--- config.mk ---
export PLATFORM = sky130hd
export DESIGN_NAME = pmr_regs
export DESIGN_NICKNAME = d
export VERILOG_FILES = /design/src/pmr_pkg.sv /design/src/pmr_strap_sync.sv /design/src/pmr_cable_test.sv /design/src/pmr_regs.sv
export VERILOG_INCLUDE_DIRS = /design/src /design/src/src
export SDC_FILE = /design/constraint.sdc
export NUM_CORES = 1
export LEC_CHECK = 0
export BUFFER_PORTS_ARGS = -buffer_cell sky130_fd_sc_hd__buf_2
export CORE_MARGIN = 4
export CORE_UTILIZATION = 47
export CTS_CLUSTER_DIAMETER = 30
export DETAILED_ROUTE_END_ITERATION = 7
export PLACE_DENSITY = 0.76
export SYNTH_ARGS = -nofsm -noshare
export SYNTH_HDL_FRONTEND = slang
export SYNTH_HIERARCHICAL = 1
export SYNTH_SLANG_ARGS = --single-unit
--- constraint.sdc ---
create_clock -name clk_i -period 4.7 [get_ports clk_i]
set_clock_uncertainty 0.05 [all_clocks]
set_input_delay 1.175 -clock clk_i [delete_from_list [all_inputs] [get_ports clk_i]]
set_output_delay 1.175 -clock clk_i [all_outputs]
set_load 0.01 [all_outputs]
--- src/pmr_defs.svh ---
/*
 * Register map constants for the management status and test bank:
 * word indices, field positions and reset values.
 * Assumes the includer addresses registers by word index (byte addr / 4).
 */
`ifndef PMR_DEFS_SVH
`define PMR_DEFS_SVH

// ****************************************************************
// Register word indices
// ****************************************************************
`define PMR_IDX_W 10
`define PMR_IDX_GIE 10'h011
`define PMR_IDX_EVT 10'h018
`define PMR_IDX_ADDR 10'h019
`define PMR_IDX_TDR 10'h01E
`define PMR_IDX_RST 10'h01F
`define PMR_IDX_LINK 10'h180
`define PMR_IDX_LPS 10'h18B

// ****************************************************************
// Field positions
// ****************************************************************
`define PMR_EVT_ACK_B 15
`define PMR_EVT_TXV_B 14
`define PMR_EVT_POR_B 11
`define PMR_EVT_ACK_EN_B 7
`define PMR_EVT_TXV_EN_B 6
`define PMR_EVT_POR_EN_B 3
`define PMR_GIE_B 1
`define PMR_TDR_START_B 15
`define PMR_TDR_AUTO_B 14
`define PMR_TDR_DONE_B 1
`define PMR_TDR_FAIL_B 0
`define PMR_RST_FULL_B 15
`define PMR_RST_CORE_B 14
`define PMR_LPS_ED_B 8
`define PMR_LPS_SLEEP_B 7
`define PMR_LINK_UP_B 15
`define PMR_LINK_DOWN_B 14
`define PMR_LINK_SEND_B 13
`define PMR_LINK_LIVE_B 12
`define PMR_LINK_CHAN_B 3
`define PMR_LINK_DLOCK_B 2
`define PMR_LINK_LOC_B 1
`define PMR_LINK_REM_B 0
`define PMR_ADDR_W 5

// ****************************************************************
// Reset values and the strap sync fill count
// ****************************************************************
`define PMR_EVT_EN_RESET 3'b001
`define PMR_GIE_RESET 1'b1
`define PMR_FILL_DONE 2'h3

`endif

--- src/pmr_pkg.sv ---
/*
 * Types shared by the management status and test bank.
 * Assumes pmr_defs.svh supplies the numeric constants.
 */
package pmr_pkg;

	// Summary flags coming from the link control state machine
	typedef struct packed {
		logic link_up;
		logic link_down;
		logic send_data;
		logic live_link;
		logic channel_ok;
		logic descr_lock;
		logic loc_rcvr;
		logic rem_rcvr;
	} pmr_link_stat_t;

	// Cable test progress as software sees it
	typedef struct packed {
		logic busy;
		logic done;
		logic fail;
	} pmr_tdr_stat_t;

	typedef enum logic [1:0] {
		PMR_TDR_IDLE = 2'b00,
		PMR_TDR_RUN = 2'b01
	} pmr_tdr_state_t;

endpackage : pmr_pkg

--- src/pmr_strap_sync.sv ---
/*
 * Three-flop synchroniser for the station address straps.
 * Assumes straps are slow levels from pins, asynchronous to clk_i.
 */
`timescale 1ns/1ps
`include "pmr_defs.svh"

module pmr_strap_sync
	import pmr_pkg::*;
(
	// Clock and reset
	input wire logic clk_i,
	input wire logic reset_i,
	// Pin side
	input wire logic [`PMR_ADDR_W-1:0] strap_i,
	// Synchronised side
	output logic [`PMR_ADDR_W-1:0] q_o,
	output logic valid_o
);

	logic [`PMR_ADDR_W-1:0] s1_r;
	logic [`PMR_ADDR_W-1:0] s2_r;
	logic [`PMR_ADDR_W-1:0] s3_r;
	logic [1:0] fill_r;

	always_ff @(posedge clk_i or posedge reset_i) begin
		if (reset_i) begin
			s1_r <= '0;
			s2_r <= '0;
			s3_r <= '0;
		end else begin
			s1_r <= strap_i;
			s2_r <= s1_r;
			s3_r <= s2_r;
		end
	end

	// A change counts only once stages two and three agree
	always_ff @(posedge clk_i or posedge reset_i) begin
		if (reset_i) begin
			q_o <= '0;
		end else if (s2_r == s3_r) begin
			q_o <= s3_r;
		end
	end

	// Reset zeros are not strap values; wait for the pipe to fill
	always_ff @(posedge clk_i or posedge reset_i) begin
		if (reset_i) begin
			fill_r <= 2'h0;
			valid_o <= 1'b0;
		end else if (fill_r != `PMR_FILL_DONE) begin
			fill_r <= fill_r + 2'h1;
		end else begin
			valid_o <= 1'b1;
		end
	end

endmodule : pmr_strap_sync

--- src/pmr_cable_test.sv ---
/*
 * Cable reflectometry test sequencer: starts a measurement run on
 * request or on link loss, and holds the done and fail results.
 * Assumes the measurement engine pulses meas_done_i with meas_fail_i.
 */
`timescale 1ns/1ps
`include "pmr_defs.svh"

module pmr_cable_test
	import pmr_pkg::*;
(
	// Clock and reset
	input wire logic clk_i,
	input wire logic reset_i,
	input wire logic core_rst_i,
	// Control
	input wire logic start_i,
	input wire logic auto_run_i,
	input wire logic link_down_i,
	// Measurement engine
	input wire logic meas_done_i,
	input wire logic meas_fail_i,
	output logic meas_run_o,
	// Status
	output pmr_tdr_stat_t stat_o
);

	pmr_tdr_state_t state_r;
	logic link_down_d_r;
	logic auto_go;

	always_ff @(posedge clk_i or posedge reset_i) begin
		if (reset_i) begin
			link_down_d_r <= 1'b0;
		end else begin
			link_down_d_r <= link_down_i;
		end
	end

	assign auto_go = auto_run_i && link_down_i && !link_down_d_r;

	always_ff @(posedge clk_i or posedge reset_i) begin
		if (reset_i) begin
			state_r <= PMR_TDR_IDLE;
			meas_run_o <= 1'b0;
			stat_o <= '0;
		end else if (core_rst_i) begin
			state_r <= PMR_TDR_IDLE;
			meas_run_o <= 1'b0;
			stat_o <= '0;
		end else begin
			case (state_r)
				PMR_TDR_IDLE: begin
					if (start_i || auto_go) begin
						state_r <= PMR_TDR_RUN;
						meas_run_o <= 1'b1;
						stat_o <= '{busy: 1'b1, done: 1'b0, fail: 1'b0};
					end
				end
				PMR_TDR_RUN: begin
					if (meas_done_i) begin
						state_r <= PMR_TDR_IDLE;
						meas_run_o <= 1'b0;
						stat_o.busy <= 1'b0;
						stat_o.done <= 1'b1;
						stat_o.fail <= meas_fail_i;
					end
				end
				default: begin
					state_r <= PMR_TDR_IDLE;
					meas_run_o <= 1'b0;
					stat_o <= '0;
				end
			endcase
		end
	end

endmodule : pmr_cable_test

--- src/pmr_regs.sv ---
/*
 * Management status and test register bank on a classic Wishbone
 * slave: event interrupts, strapped station address, cable test
 * control, soft resets and the link state summary.
 * Assumes event, link and measurement inputs come from logic on clk_i,
 * and only the straps come from pins.
 */
// The implementer's own choice: the Wishbone register port.
`timescale 1ns/1ps
`include "pmr_defs.svh"

module pmr_regs
	import pmr_pkg::*;
(
	// Clock and reset
	input wire logic clk_i,
	input wire logic reset_i,
	// Wishbone classic slave
	input wire logic wb_cyc_i,
	input wire logic wb_stb_i,
	input wire logic wb_we_i,
	input wire logic [11:0] wb_adr_i,
	input wire logic [3:0] wb_sel_i,
	input wire logic [31:0] wb_dat_i,
	output logic [31:0] wb_dat_o,
	output logic wb_ack_o,
	// Event pulses from the core
	input wire logic oam_ack_rcvd_i,
	input wire logic oam_tx_valid_clr_i,
	input wire logic por_done_i,
	// Strap pins
	input wire logic [`PMR_ADDR_W-1:0] strap_addr_i,
	// Link control state machine summary
	input wire pmr_link_stat_t link_stat_i,
	// Cable measurement engine
	input wire logic tdr_meas_done_i,
	input wire logic tdr_meas_fail_i,
	output logic tdr_meas_run_o,
	// Core controls and interrupt
	output logic core_reset_o,
	output logic energy_det_en_o,
	output logic sleep_en_o,
	output logic irq_o
);

	// ****************************************************************
	// Bus decode
	// ****************************************************************
	logic req;
	logic wr_go;
	logic [`PMR_IDX_W-1:0] idx;
	logic [15:0] wmask;
	logic [15:0] wdat;
	logic [15:0] rdat;

	assign req = wb_cyc_i && wb_stb_i;
	// Word index; the two low address bits are ignored
	assign idx = wb_adr_i[11:2];
	assign wmask = {{8{wb_sel_i[1]}}, {8{wb_sel_i[0]}}};
	assign wdat = wb_dat_i[15:0] & wmask;
	// Writes land at the edge where the master samples ack
	assign wr_go = req && wb_we_i && wb_ack_o;

	// Helpers: a field is written only when its byte lane is enabled
	function automatic logic lane_on(input logic [15:0] m, input int b);
		lane_on = m[b];
	endfunction : lane_on

	// ****************************************************************
	// Soft reset commands
	// ****************************************************************
	logic full_soft_reset_bit_r;
	logic core_rst_r;
	logic rst_wr;

	// Full reset also fires the core reset, so a running test aborts
	assign rst_wr = wr_go && (idx == `PMR_IDX_RST);

	// Self-clearing: each command lives for exactly one cycle
	always_ff @(posedge clk_i or posedge reset_i) begin
		if (reset_i) begin
			full_soft_reset_bit_r <= 1'b0;
			core_rst_r <= 1'b0;
		end else begin
			full_soft_reset_bit_r <= rst_wr && wdat[`PMR_RST_FULL_B];
			core_rst_r <= rst_wr && (wdat[`PMR_RST_CORE_B]
				|| wdat[`PMR_RST_FULL_B]);
		end
	end

	always_ff @(posedge clk_i or posedge reset_i) begin
		if (reset_i) begin
			core_reset_o <= 1'b0;
		end else begin
			core_reset_o <= core_rst_r;
		end
	end

	// ****************************************************************
	// Event status and enables
	// ****************************************************************
	logic [2:0] evt_set;
	logic [2:0] evt_st_r;
	logic [2:0] evt_en_r;
	logic [2:0] evt_clr;
	logic evt_wr;
	logic gie_r;

	assign evt_wr = wr_go && (idx == `PMR_IDX_EVT);
	assign evt_set = {oam_ack_rcvd_i, oam_tx_valid_clr_i, por_done_i};
	// Status bits clear by writing one; enables need the low lane
	assign evt_clr = evt_wr ? {wdat[`PMR_EVT_ACK_B], wdat[`PMR_EVT_TXV_B],
		wdat[`PMR_EVT_POR_B]} : 3'b000;

	// A new event in the clearing cycle survives the clear
	always_ff @(posedge clk_i or posedge reset_i) begin
		if (reset_i) begin
			evt_st_r <= 3'b000;
		end else if (full_soft_reset_bit_r) begin
			evt_st_r <= 3'b000;
		end else begin
			evt_st_r <= (evt_st_r & ~evt_clr) | evt_set;
		end
	end

	always_ff @(posedge clk_i or posedge reset_i) begin
		if (reset_i) begin
			evt_en_r <= `PMR_EVT_EN_RESET;
		end else if (full_soft_reset_bit_r) begin
			evt_en_r <= `PMR_EVT_EN_RESET;
		end else if (evt_wr && lane_on(wmask, 0)) begin
			evt_en_r <= {wdat[`PMR_EVT_ACK_EN_B], wdat[`PMR_EVT_TXV_EN_B],
				wdat[`PMR_EVT_POR_EN_B]};
		end
	end

	// Global enable lives apart from the event word
	always_ff @(posedge clk_i or posedge reset_i) begin
		if (reset_i) begin
			gie_r <= `PMR_GIE_RESET;
		end else if (full_soft_reset_bit_r) begin
			gie_r <= `PMR_GIE_RESET;
		end else if (wr_go && (idx == `PMR_IDX_GIE) && lane_on(wmask, 0)) begin
			gie_r <= wdat[`PMR_GIE_B];
		end
	end

	// Level output; stays high until software clears the cause, its enable or gie_r
	always_ff @(posedge clk_i or posedge reset_i) begin
		if (reset_i) begin
			irq_o <= 1'b0;
		end else begin
			irq_o <= gie_r && |(evt_st_r & evt_en_r);
		end
	end

	// ****************************************************************
	// Strapped station address
	// ****************************************************************
	logic [`PMR_ADDR_W-1:0] strap_q;
	logic strap_vld;
	logic strap_taken_r;
	logic [`PMR_ADDR_W-1:0] strapped_station_addr_r;

	// Straps are pins: they cross through three flops first
	pmr_strap_sync u_strap_sync (
		.clk_i(clk_i),
		.reset_i(reset_i),
		.strap_i(strap_addr_i),
		.q_o(strap_q),
		.valid_o(strap_vld)
	);

	// Caught once after power-up; later strap movement is ignored
	always_ff @(posedge clk_i or posedge reset_i) begin
		if (reset_i) begin
			strap_taken_r <= 1'b0;
			strapped_station_addr_r <= '0;
		end else if (strap_vld && !strap_taken_r) begin
			strap_taken_r <= 1'b1;
			strapped_station_addr_r <= strap_q;
		end
	end

	// ****************************************************************
	// Cable test control
	// ****************************************************************
	logic tdr_auto_r;
	logic tdr_wr;
	logic tdr_start;
	pmr_tdr_stat_t tdr_stat;

	// Both control bits sit in the high byte lane
	assign tdr_wr = wr_go && (idx == `PMR_IDX_TDR) && lane_on(wmask, 8);
	// Writing one while a run is busy is ignored by the sequencer
	assign tdr_start = tdr_wr && wdat[`PMR_TDR_START_B];

	always_ff @(posedge clk_i or posedge reset_i) begin
		if (reset_i) begin
			tdr_auto_r <= 1'b0;
		end else if (full_soft_reset_bit_r) begin
			tdr_auto_r <= 1'b0;
		end else if (tdr_wr) begin
			tdr_auto_r <= wdat[`PMR_TDR_AUTO_B];
		end
	end

	// Auto-run reacts to link-down edges only, not to a held level
	pmr_cable_test u_cable_test (
		.clk_i(clk_i),
		.reset_i(reset_i),
		.core_rst_i(core_rst_r),
		.start_i(tdr_start),
		.auto_run_i(tdr_auto_r),
		.link_down_i(link_stat_i.link_down),
		.meas_done_i(tdr_meas_done_i),
		.meas_fail_i(tdr_meas_fail_i),
		.meas_run_o(tdr_meas_run_o),
		.stat_o(tdr_stat)
	);

	// ****************************************************************
	// Link summary and low-power configuration
	// ****************************************************************
	pmr_link_stat_t link_r;

	// One register stage so a read sees a coherent snapshot
	always_ff @(posedge clk_i or posedge reset_i) begin
		if (reset_i) begin
			link_r <= '0;
		end else begin
			link_r <= link_stat_i;
		end
	end

	// Low-power bits only hold their value for the core
	always_ff @(posedge clk_i or posedge reset_i) begin
		if (reset_i) begin
			energy_det_en_o <= 1'b0;
		end else if (full_soft_reset_bit_r) begin
			energy_det_en_o <= 1'b0;
		end else if (wr_go && (idx == `PMR_IDX_LPS) && lane_on(wmask, 8)) begin
			energy_det_en_o <= wdat[`PMR_LPS_ED_B];
		end
	end

	always_ff @(posedge clk_i or posedge reset_i) begin
		if (reset_i) begin
			sleep_en_o <= 1'b0;
		end else if (full_soft_reset_bit_r) begin
			sleep_en_o <= 1'b0;
		end else if (wr_go && (idx == `PMR_IDX_LPS) && lane_on(wmask, 0)) begin
			sleep_en_o <= wdat[`PMR_LPS_SLEEP_B];
		end
	end

	// ****************************************************************
	// Read mux and bus answer
	// ****************************************************************
	// Reserved and unmapped bits read as zero
	always_comb begin
		rdat = 16'h0000;
		case (idx)
			`PMR_IDX_GIE: begin
				rdat[`PMR_GIE_B] = gie_r;
			end
			`PMR_IDX_EVT: begin
				rdat[`PMR_EVT_ACK_B] = evt_st_r[2];
				rdat[`PMR_EVT_TXV_B] = evt_st_r[1];
				rdat[`PMR_EVT_POR_B] = evt_st_r[0];
				rdat[`PMR_EVT_ACK_EN_B] = evt_en_r[2];
				rdat[`PMR_EVT_TXV_EN_B] = evt_en_r[1];
				rdat[`PMR_EVT_POR_EN_B] = evt_en_r[0];
			end
			`PMR_IDX_ADDR: begin
				rdat[`PMR_ADDR_W-1:0] = strapped_station_addr_r;
			end
			`PMR_IDX_TDR: begin
				rdat[`PMR_TDR_START_B] = tdr_stat.busy;
				rdat[`PMR_TDR_AUTO_B] = tdr_auto_r;
				rdat[`PMR_TDR_DONE_B] = tdr_stat.done;
				rdat[`PMR_TDR_FAIL_B] = tdr_stat.fail;
			end
			`PMR_IDX_RST: begin
				rdat[`PMR_RST_FULL_B] = full_soft_reset_bit_r;
				rdat[`PMR_RST_CORE_B] = core_rst_r;
			end
			`PMR_IDX_LINK: begin
				rdat[`PMR_LINK_UP_B] = link_r.link_up;
				rdat[`PMR_LINK_DOWN_B] = link_r.link_down;
				rdat[`PMR_LINK_SEND_B] = link_r.send_data;
				rdat[`PMR_LINK_LIVE_B] = link_r.live_link;
				rdat[`PMR_LINK_CHAN_B] = link_r.channel_ok;
				rdat[`PMR_LINK_DLOCK_B] = link_r.descr_lock;
				rdat[`PMR_LINK_LOC_B] = link_r.loc_rcvr;
				rdat[`PMR_LINK_REM_B] = link_r.rem_rcvr;
			end
			`PMR_IDX_LPS: begin
				rdat[`PMR_LPS_ED_B] = energy_det_en_o;
				rdat[`PMR_LPS_SLEEP_B] = sleep_en_o;
			end
			default: begin
				rdat = 16'h0000;
			end
		endcase
	end

	// Every access, mapped or not, gets ack one cycle after the request
	always_ff @(posedge clk_i or posedge reset_i) begin
		if (reset_i) begin
			wb_ack_o <= 1'b0;
		end else begin
			wb_ack_o <= req && !wb_ack_o;
		end
	end

	// Read data holds until the next read
	always_ff @(posedge clk_i or posedge reset_i) begin
		if (reset_i) begin
			wb_dat_o <= 32'h00000000;
		end else if (req && !wb_ack_o && !wb_we_i) begin
			wb_dat_o <= {16'h0000, rdat};
		end
	end

endmodule : pmr_regs

==> out/qor.yml, run 1 <==
cts_tree: "yes"
grt_max_degree: 30
grt_use_met2_pct: 25.6
cts_resized: 0
yosysSeqAreaShare_pct: 57.5
ir_worst_vdd_v: 0.000200
holdPathStages: 0
core-area_mm2: 0.00606
remaining_drc_errors: 0
gp_congestion: 0.951
rsz0062_at_grt: "false"
critPathMaxStageDelay_ps: 730
final_cell_area_mm2: 0.00351
crit_path_cell_trace: "buf_2 > or3b_1 > nor4_2 > a221oi_1 > a32oi_1"
setup_viol: 0
yosysTopAreaCellShare_pct: 55.7
rows: 28
worst_pin_slew_ps: 1100
synthTopCellsByArea: "dfrtp_1 56%, buf_4 5.0%, nand2_1 3.1%"
via_count: 2192
fmax_mhz: 364
root_buffer: "clkbuf_8"
path_class: "in -> reg"
holdPathEnd: "u_strap_sync/s2_r[0]"
r2r.worst_path.cells: 4
worstReg2RegEnd: "gie_r"
wirelength_um: 6220
nets: 399
dr.pass1.iters: 5
arrival_ps: 2940
busiest_layer: "met2"
grt_usage_pct: 16.9
grt_overflow: 0
r2r_setup_slack_ps: 2950
p_leak_nw: 1.63
cap_violations: 0
hold_viol_final: 0
cts_post_setup_buffers_inserted: 0
met1_usage_pct: 23.6
fp.dieW_um: 88
grt_pass1_wl_um: 9960
final_cell_mix: "67 x dfrtp_1, 61 x buf_2, 25 x nand2_1"
clk_latency_ps: 330
final_common_cell: "dfrtp_1"
post_drt_wl_per_cell_um: 15.3
synth_edf_count: 0
vias_per_cell: 5.40
slew_viol_final: 0
htree_num_levels: 3
cp-end-kind: "register"
fp.dieH_um: 88
clk_path_buf_depth: 2
tns_ps: 0
ios: 109
ys_async_sr_fraction_pct: 100
synth_top_area_cell: "dfrtp_1"
cts_sinks: 69
antenna_cells: 0
min_period_ps: 2750
hp-class: "reg -> reg"
netlist_area_mm2: 0.00301
crit_fanout: 8
drive_gt1_share_pct: 30.5
antenna_left: 0
crit_required_ps: 4890
area.growth.synth_to_final_pct: 16.7
grtUsageMet3_pct: 3.10
grt_pass1_vias: 2118
ys_warn_count: 6
drt_iter0_drc: 161
initial_core_util_pct: 49.6
slew_headroom_pct: 26.8
cts_buffers: 9
antenna_found_initial: 0
clk_pin_slew_ps: 70
ys_seq_elements: 69
hold_buffers: 0
hp-start: "u_strap_sync/s1_r[0]"
die_area_mm2: 0.00774
synth_area_per_cell_um2: 11.3
synth_cell_types: 50
io_buffer_count: 61
syn_inst: 266
finalCritPeriodShare_pct: 58.5
placed_cell_area_mm2: 0.00330
dp_hpwl_um: 4600
cp-start-kind: "input port"
critPathSlowestCell: "nor4_2"
synth_flop_cell: "dfrtp_1"
r2r-start: "wb_ack_o"
status: "finished, final reports clean"
power.density_mw_per_mm2: 363
sequential cells by signal, indices dropped and copies added, names as in the netlist, 2 cells and up:
register	count
evt_en_r	3
evt_st_r	3
link_r	8
strapped_station_addr_r	5
u_cable_test/stat_o	2
u_strap_sync/fill_r	2
u_strap_sync/q_o	5
u_strap_sync/s1_r	5
u_strap_sync/s2_r	5
u_strap_sync/s3_r	5
wb_dat_o	13
worst max-delay path by stage:
| stage | from | to |
|---|---|---|
| after global routing | wb_adr_i[9] | wb_dat_o[1] |
| after global placement | wb_adr_i[9] | u_cable_test/stat_o[1] |
| final | wb_adr_i[9] | wb_dat_o[14] |
| after detailed placement | wb_adr_i[9] | u_cable_test/stat_o[1] |
| after floorplan | wb_adr_i[7] | u_cable_test/stat_o[1] |
| after CTS | wb_adr_i[9] | wb_dat_o[1] |
metal layers:
metal	wire, µm	part of all wire [%]
met1	2670	43
met2	2890	46
met3	565	9.1
met4	98	1.6
met5	0	0
area by class of cell:
class	count	area (µm²)
Fill cell	503	2550
Sequential cell	69	1730
Multi-Input combinational cell	177	1130
Timing Repair Buffer	63	320
Clock buffer	11	141
Tap cell	75	93.8
Clock inverter	4	72.6
Inverter	7	26.3
through the flow:
| stage | worst slack [ps] | total power, mW | util (%) | hold WS (ps) | std cells |
|---|---|---|---|---|---|
| detailed placement | 1650 | 0.771 | 54.4 | 285 | 391 |
| finish | 1950 | 1.27 | 57.9 | 299 | 406 |
| global placement | 1690 | 0.768 | 54.4 | 283 | 391 |
| CTS | 1990 | 1.29 | 57.9 | 300 | 406 |
| floorplan | 1870 | 0.738 | - | 281 | 284 |
| global route | 1850 | 1.33 | 57.9 | 308 | 406 |
critical path, delay by kind of cell:
| family | cells | cell delay [ps] |
|---|---|---|
| buf+inv | 1 | 120 |
| simple gates | 2 | 1240 |
| compound gates | 2 | 410 |
synth_stat cells (3+ instances only):
cell / number
nand2_1: 25
nor2_1: 12
or2_2: 3
or4_1: 4
mux2_4: 4
o21ai_0: 12
buf_4: 20
nor4_1: 4
a221oi_1: 7
xor2_1: 4
nand2b_1: 4
a21oi_1: 11
dfrtp_1: 67
nand4_1: 4
nand3b_1: 3
mux2_2: 6
clkbuf_1: 9
nand3_1: 15
inv_1: 7
nor3_1: 5
report_power, final:
group | total, mW | internal (mW) | leakage, nW | switching [mW]
combinational | 0.113 | 0.0517 | 0.686 | 0.0614
sequential | 0.647 | 0.629 | 0.835 | 0.0185
clock | 0.514 | 0.310 | 0.105 | 0.204
kinds of logic (layout without fill, tap and decap cells):
group                      Yosys count  count (layout)  share of synthesized area, %
DFF                                 69              69                          57.5
xor gates and xnor gates             5               5                          1.46
AOI/OAI and AO/OA                   41              41                          9.11
other                                1              19                         0.125
and+or+nand+nor                     99              99                          19.2
adders and majority gates            1               1                         0.416
buffers and inverters               38              85                          7.32
muxes                               12              12                          4.91
No activity file was read; power rests on OpenSTA's default activity.
==> run 2: changes to the inputs <==
==> constraint.sdc (replaced) <==
create_clock -name clk_i -period 2.82 [get_ports clk_i]
set_clock_uncertainty 0.05 [all_clocks]
set_input_delay 0.705 -clock clk_i [delete_from_list [all_inputs] [get_ports clk_i]]
set_output_delay 0.705 -clock clk_i [all_outputs]
set_load 0.01 [all_outputs]
==> out/qor.yml, run 2 (synthesis results as in run 1) <==
status: "finished, final reports clean"  # unchanged
p_total_mw: 2.14  # was 1.27 mW
top_register: "wb_dat_o"  # unchanged
largest_reg_flops: 13  # unchanged
grt_max_degree: 43  # was 30
cts_post_setup_buffers_inserted: 0  # unchanged
area.growth.synth_to_final_pct: 17.9  # was 16.7%
p_leak_nw: 1.65  # was 1.63 nW
worst_pin_slew_ps: 824  # was 1100 ps
antenna_cells: 0  # unchanged
cts_resized: 0  # unchanged
clkPwrFrac_pct: 40.9  # was 40.3%
sw_frac_of_total_pct: 23.7  # was 22.3%
cts_tree: "yes"  # unchanged
min_period_ps: 2250
p_switching_uw: 509  # was 284 µW
setup_viol: 0  # unchanged
fmax_mhz: 444
initial_core_util_pct: 49.6  # unchanged
dp_hpwl_um: 4690  # was 4600 µm
final_cell_mix: "67 x dfrtp_1, 61 x buf_2, 25 x nand2_1"  # unchanged
slew_viol_final: 0  # unchanged
rows: 28  # unchanged
reg_top3: "wb_dat_o x13, link_r x8"  # unchanged
crit_required_ps: 2970  # was 4890 ps
hp-class: "in -> async"  # was reg -> reg
vias_per_cell: 5.35  # was 5.40
cts_buffers: 9  # unchanged
crit_start: "wb_adr_i[9]"  # unchanged
met1_usage_pct: 22.9  # was 23.6%
grtUsageMet3_pct: 4.23  # was 3.10%
internal-power_mw: 1.64  # was 990 µW
io_buffer_count: 61  # unchanged
fp.dieH_um: 88  # unchanged
via_count: 2199  # was 2192
nets: 403  # was 399
post-place-cells: 395  # was 391
grt_pass1_vias: 2145  # was 2118
drt_iter0_drc: 168  # was 161
dr.pass1.iters: 4  # was 5
drive_gt1_share_pct: 31.8  # was 30.5%
tns_ps: 0  # unchanged
power.density_mw_per_mm2: 604  # was 363 mW/mm²
clk_pin_slew_ps: 70  # about the same
post_drt_wl_per_cell_um: 15.3  # about the same
die_area_mm2: 0.00774  # unchanged
crit_fanout: 8  # unchanged
power_frac_comb_pct: 8.7  # was 8.9%
cp-end-kind: "register"  # unchanged
r2r-start: "wb_ack_o"  # unchanged
root_buffer: "clkbuf_8"  # unchanged
clk_latency_ps: 340  # was 330 ps
cts_sinks: 69  # unchanged
grt_pass1_wl_um: 10100  # was 9960 µm
remaining_drc_errors: 0  # unchanged
htree_num_levels: 3  # unchanged
antenna_found_initial: 0  # unchanged
rsz0062_at_grt: "false"  # unchanged
hold_viol_final: 0  # unchanged
finalCritPeriodShare_pct: 79.9
setup_ws_ps: 566  # was 1950 ps
cp-start-kind: "input port"  # unchanged
core-area_mm2: 0.00606  # unchanged
grt_overflow: 0  # unchanged
fp.dieW_um: 88  # unchanged
layout.cells.non_filler: 411  # was 406
preCtsSetupSlack_ps: 236  # was 1650 ps
ios: 109  # unchanged
gp_congestion: 0.918  # was 0.951
hold_buffers: 0  # unchanged
busiest_layer: "met2"  # unchanged
path_class: "in -> reg"  # unchanged
wirelength_um: 6310  # was 6220 µm
cap_violations: 0  # unchanged
antenna_left: 0  # unchanged
p_seq_share_pct: 50.4  # was 50.8%
clk_path_buf_depth: 2  # unchanged
ir_worst_vdd_v: 0.000306  # was 0.000200 V
final_common_cell: "dfrtp_1"  # unchanged
grt_usage_pct: 17.0  # was 16.9%
arrival_ps: 2400  # was 2940 ps
grt_use_met2_pct: 26.1  # was 25.6%
slew_headroom_pct: 45.0  # was 26.8%
run 2: cell types whose count changed in the layout (fill, tap and decap cells not counted), sizes merged:
cell      delta
buf          +4
clkbuf       -2
clkinvlp     +1
inv          +2
run 2: final cells by class:
cell class | instances | area [µm²]
clock buffer | 9 | 124
fill | 512 | 2510
tap | 75 | 93.8
clock inverter | 7 | 97.6
multi-input combinational | 177 | 1130
sequential | 69 | 1730
timing repair buffer | 67 | 350
inverter | 7 | 26.3
run 2: worst max-delay path: stages:
cell	delay, ps
buf_2	120
or3b_1	500
or4_1	580
nor2_1	220
or3b_2	160
o221ai_1	110
run 2: per-stage QoR:
stage	cell area (µm²)	utilization (%)	hold WS (ps)
after detailed placement	3330	54.9	286
after floorplan	3080	-	281
after global routing	3550	58.5	215
final	3550	58.5	219
after global placement	3330	54.9	283
after CTS	3550	58.5	211
run 2: routing by layer:
layer  up-vias  wire length (µm)
li1       1039                 -
met1      1065              2780
met2        86              2960
met3         9               448
met4         0               122
met5         -                 0
run 2: final timing paths:
path / slack [ps] / to / cells past startpoint
setup / recovery: 570 / u_cable_test/stat_o[1] / 6
hold / removal: 220 / u_cable_test/stat_o[1] / 2
setup reg to reg: 1090 / gie_r / 4
hold reg to reg: 300 / u_strap_sync/s2_r[2] / 0
max in group asynchronous: 1710 / u_strap_sync/valid_o / 2
min in group clk_i: 300 / u_strap_sync/s2_r[2] / 0
run 2: power by group through the flow:
| stage | sequential [mW] | combinational (mW) | clock [mW] |
|---|---|---|---|
| after floorplan | 1.10 | 0.134 | 0 |
| after global placement | 1.10 | 0.184 | 0 |
| after detailed placement | 1.10 | 0.188 | 0 |
| after CTS | 1.08 | 0.189 | 0.898 |
| after global routing | 1.09 | 0.208 | 0.938 |
| final | 1.08 | 0.188 | 0.877 |
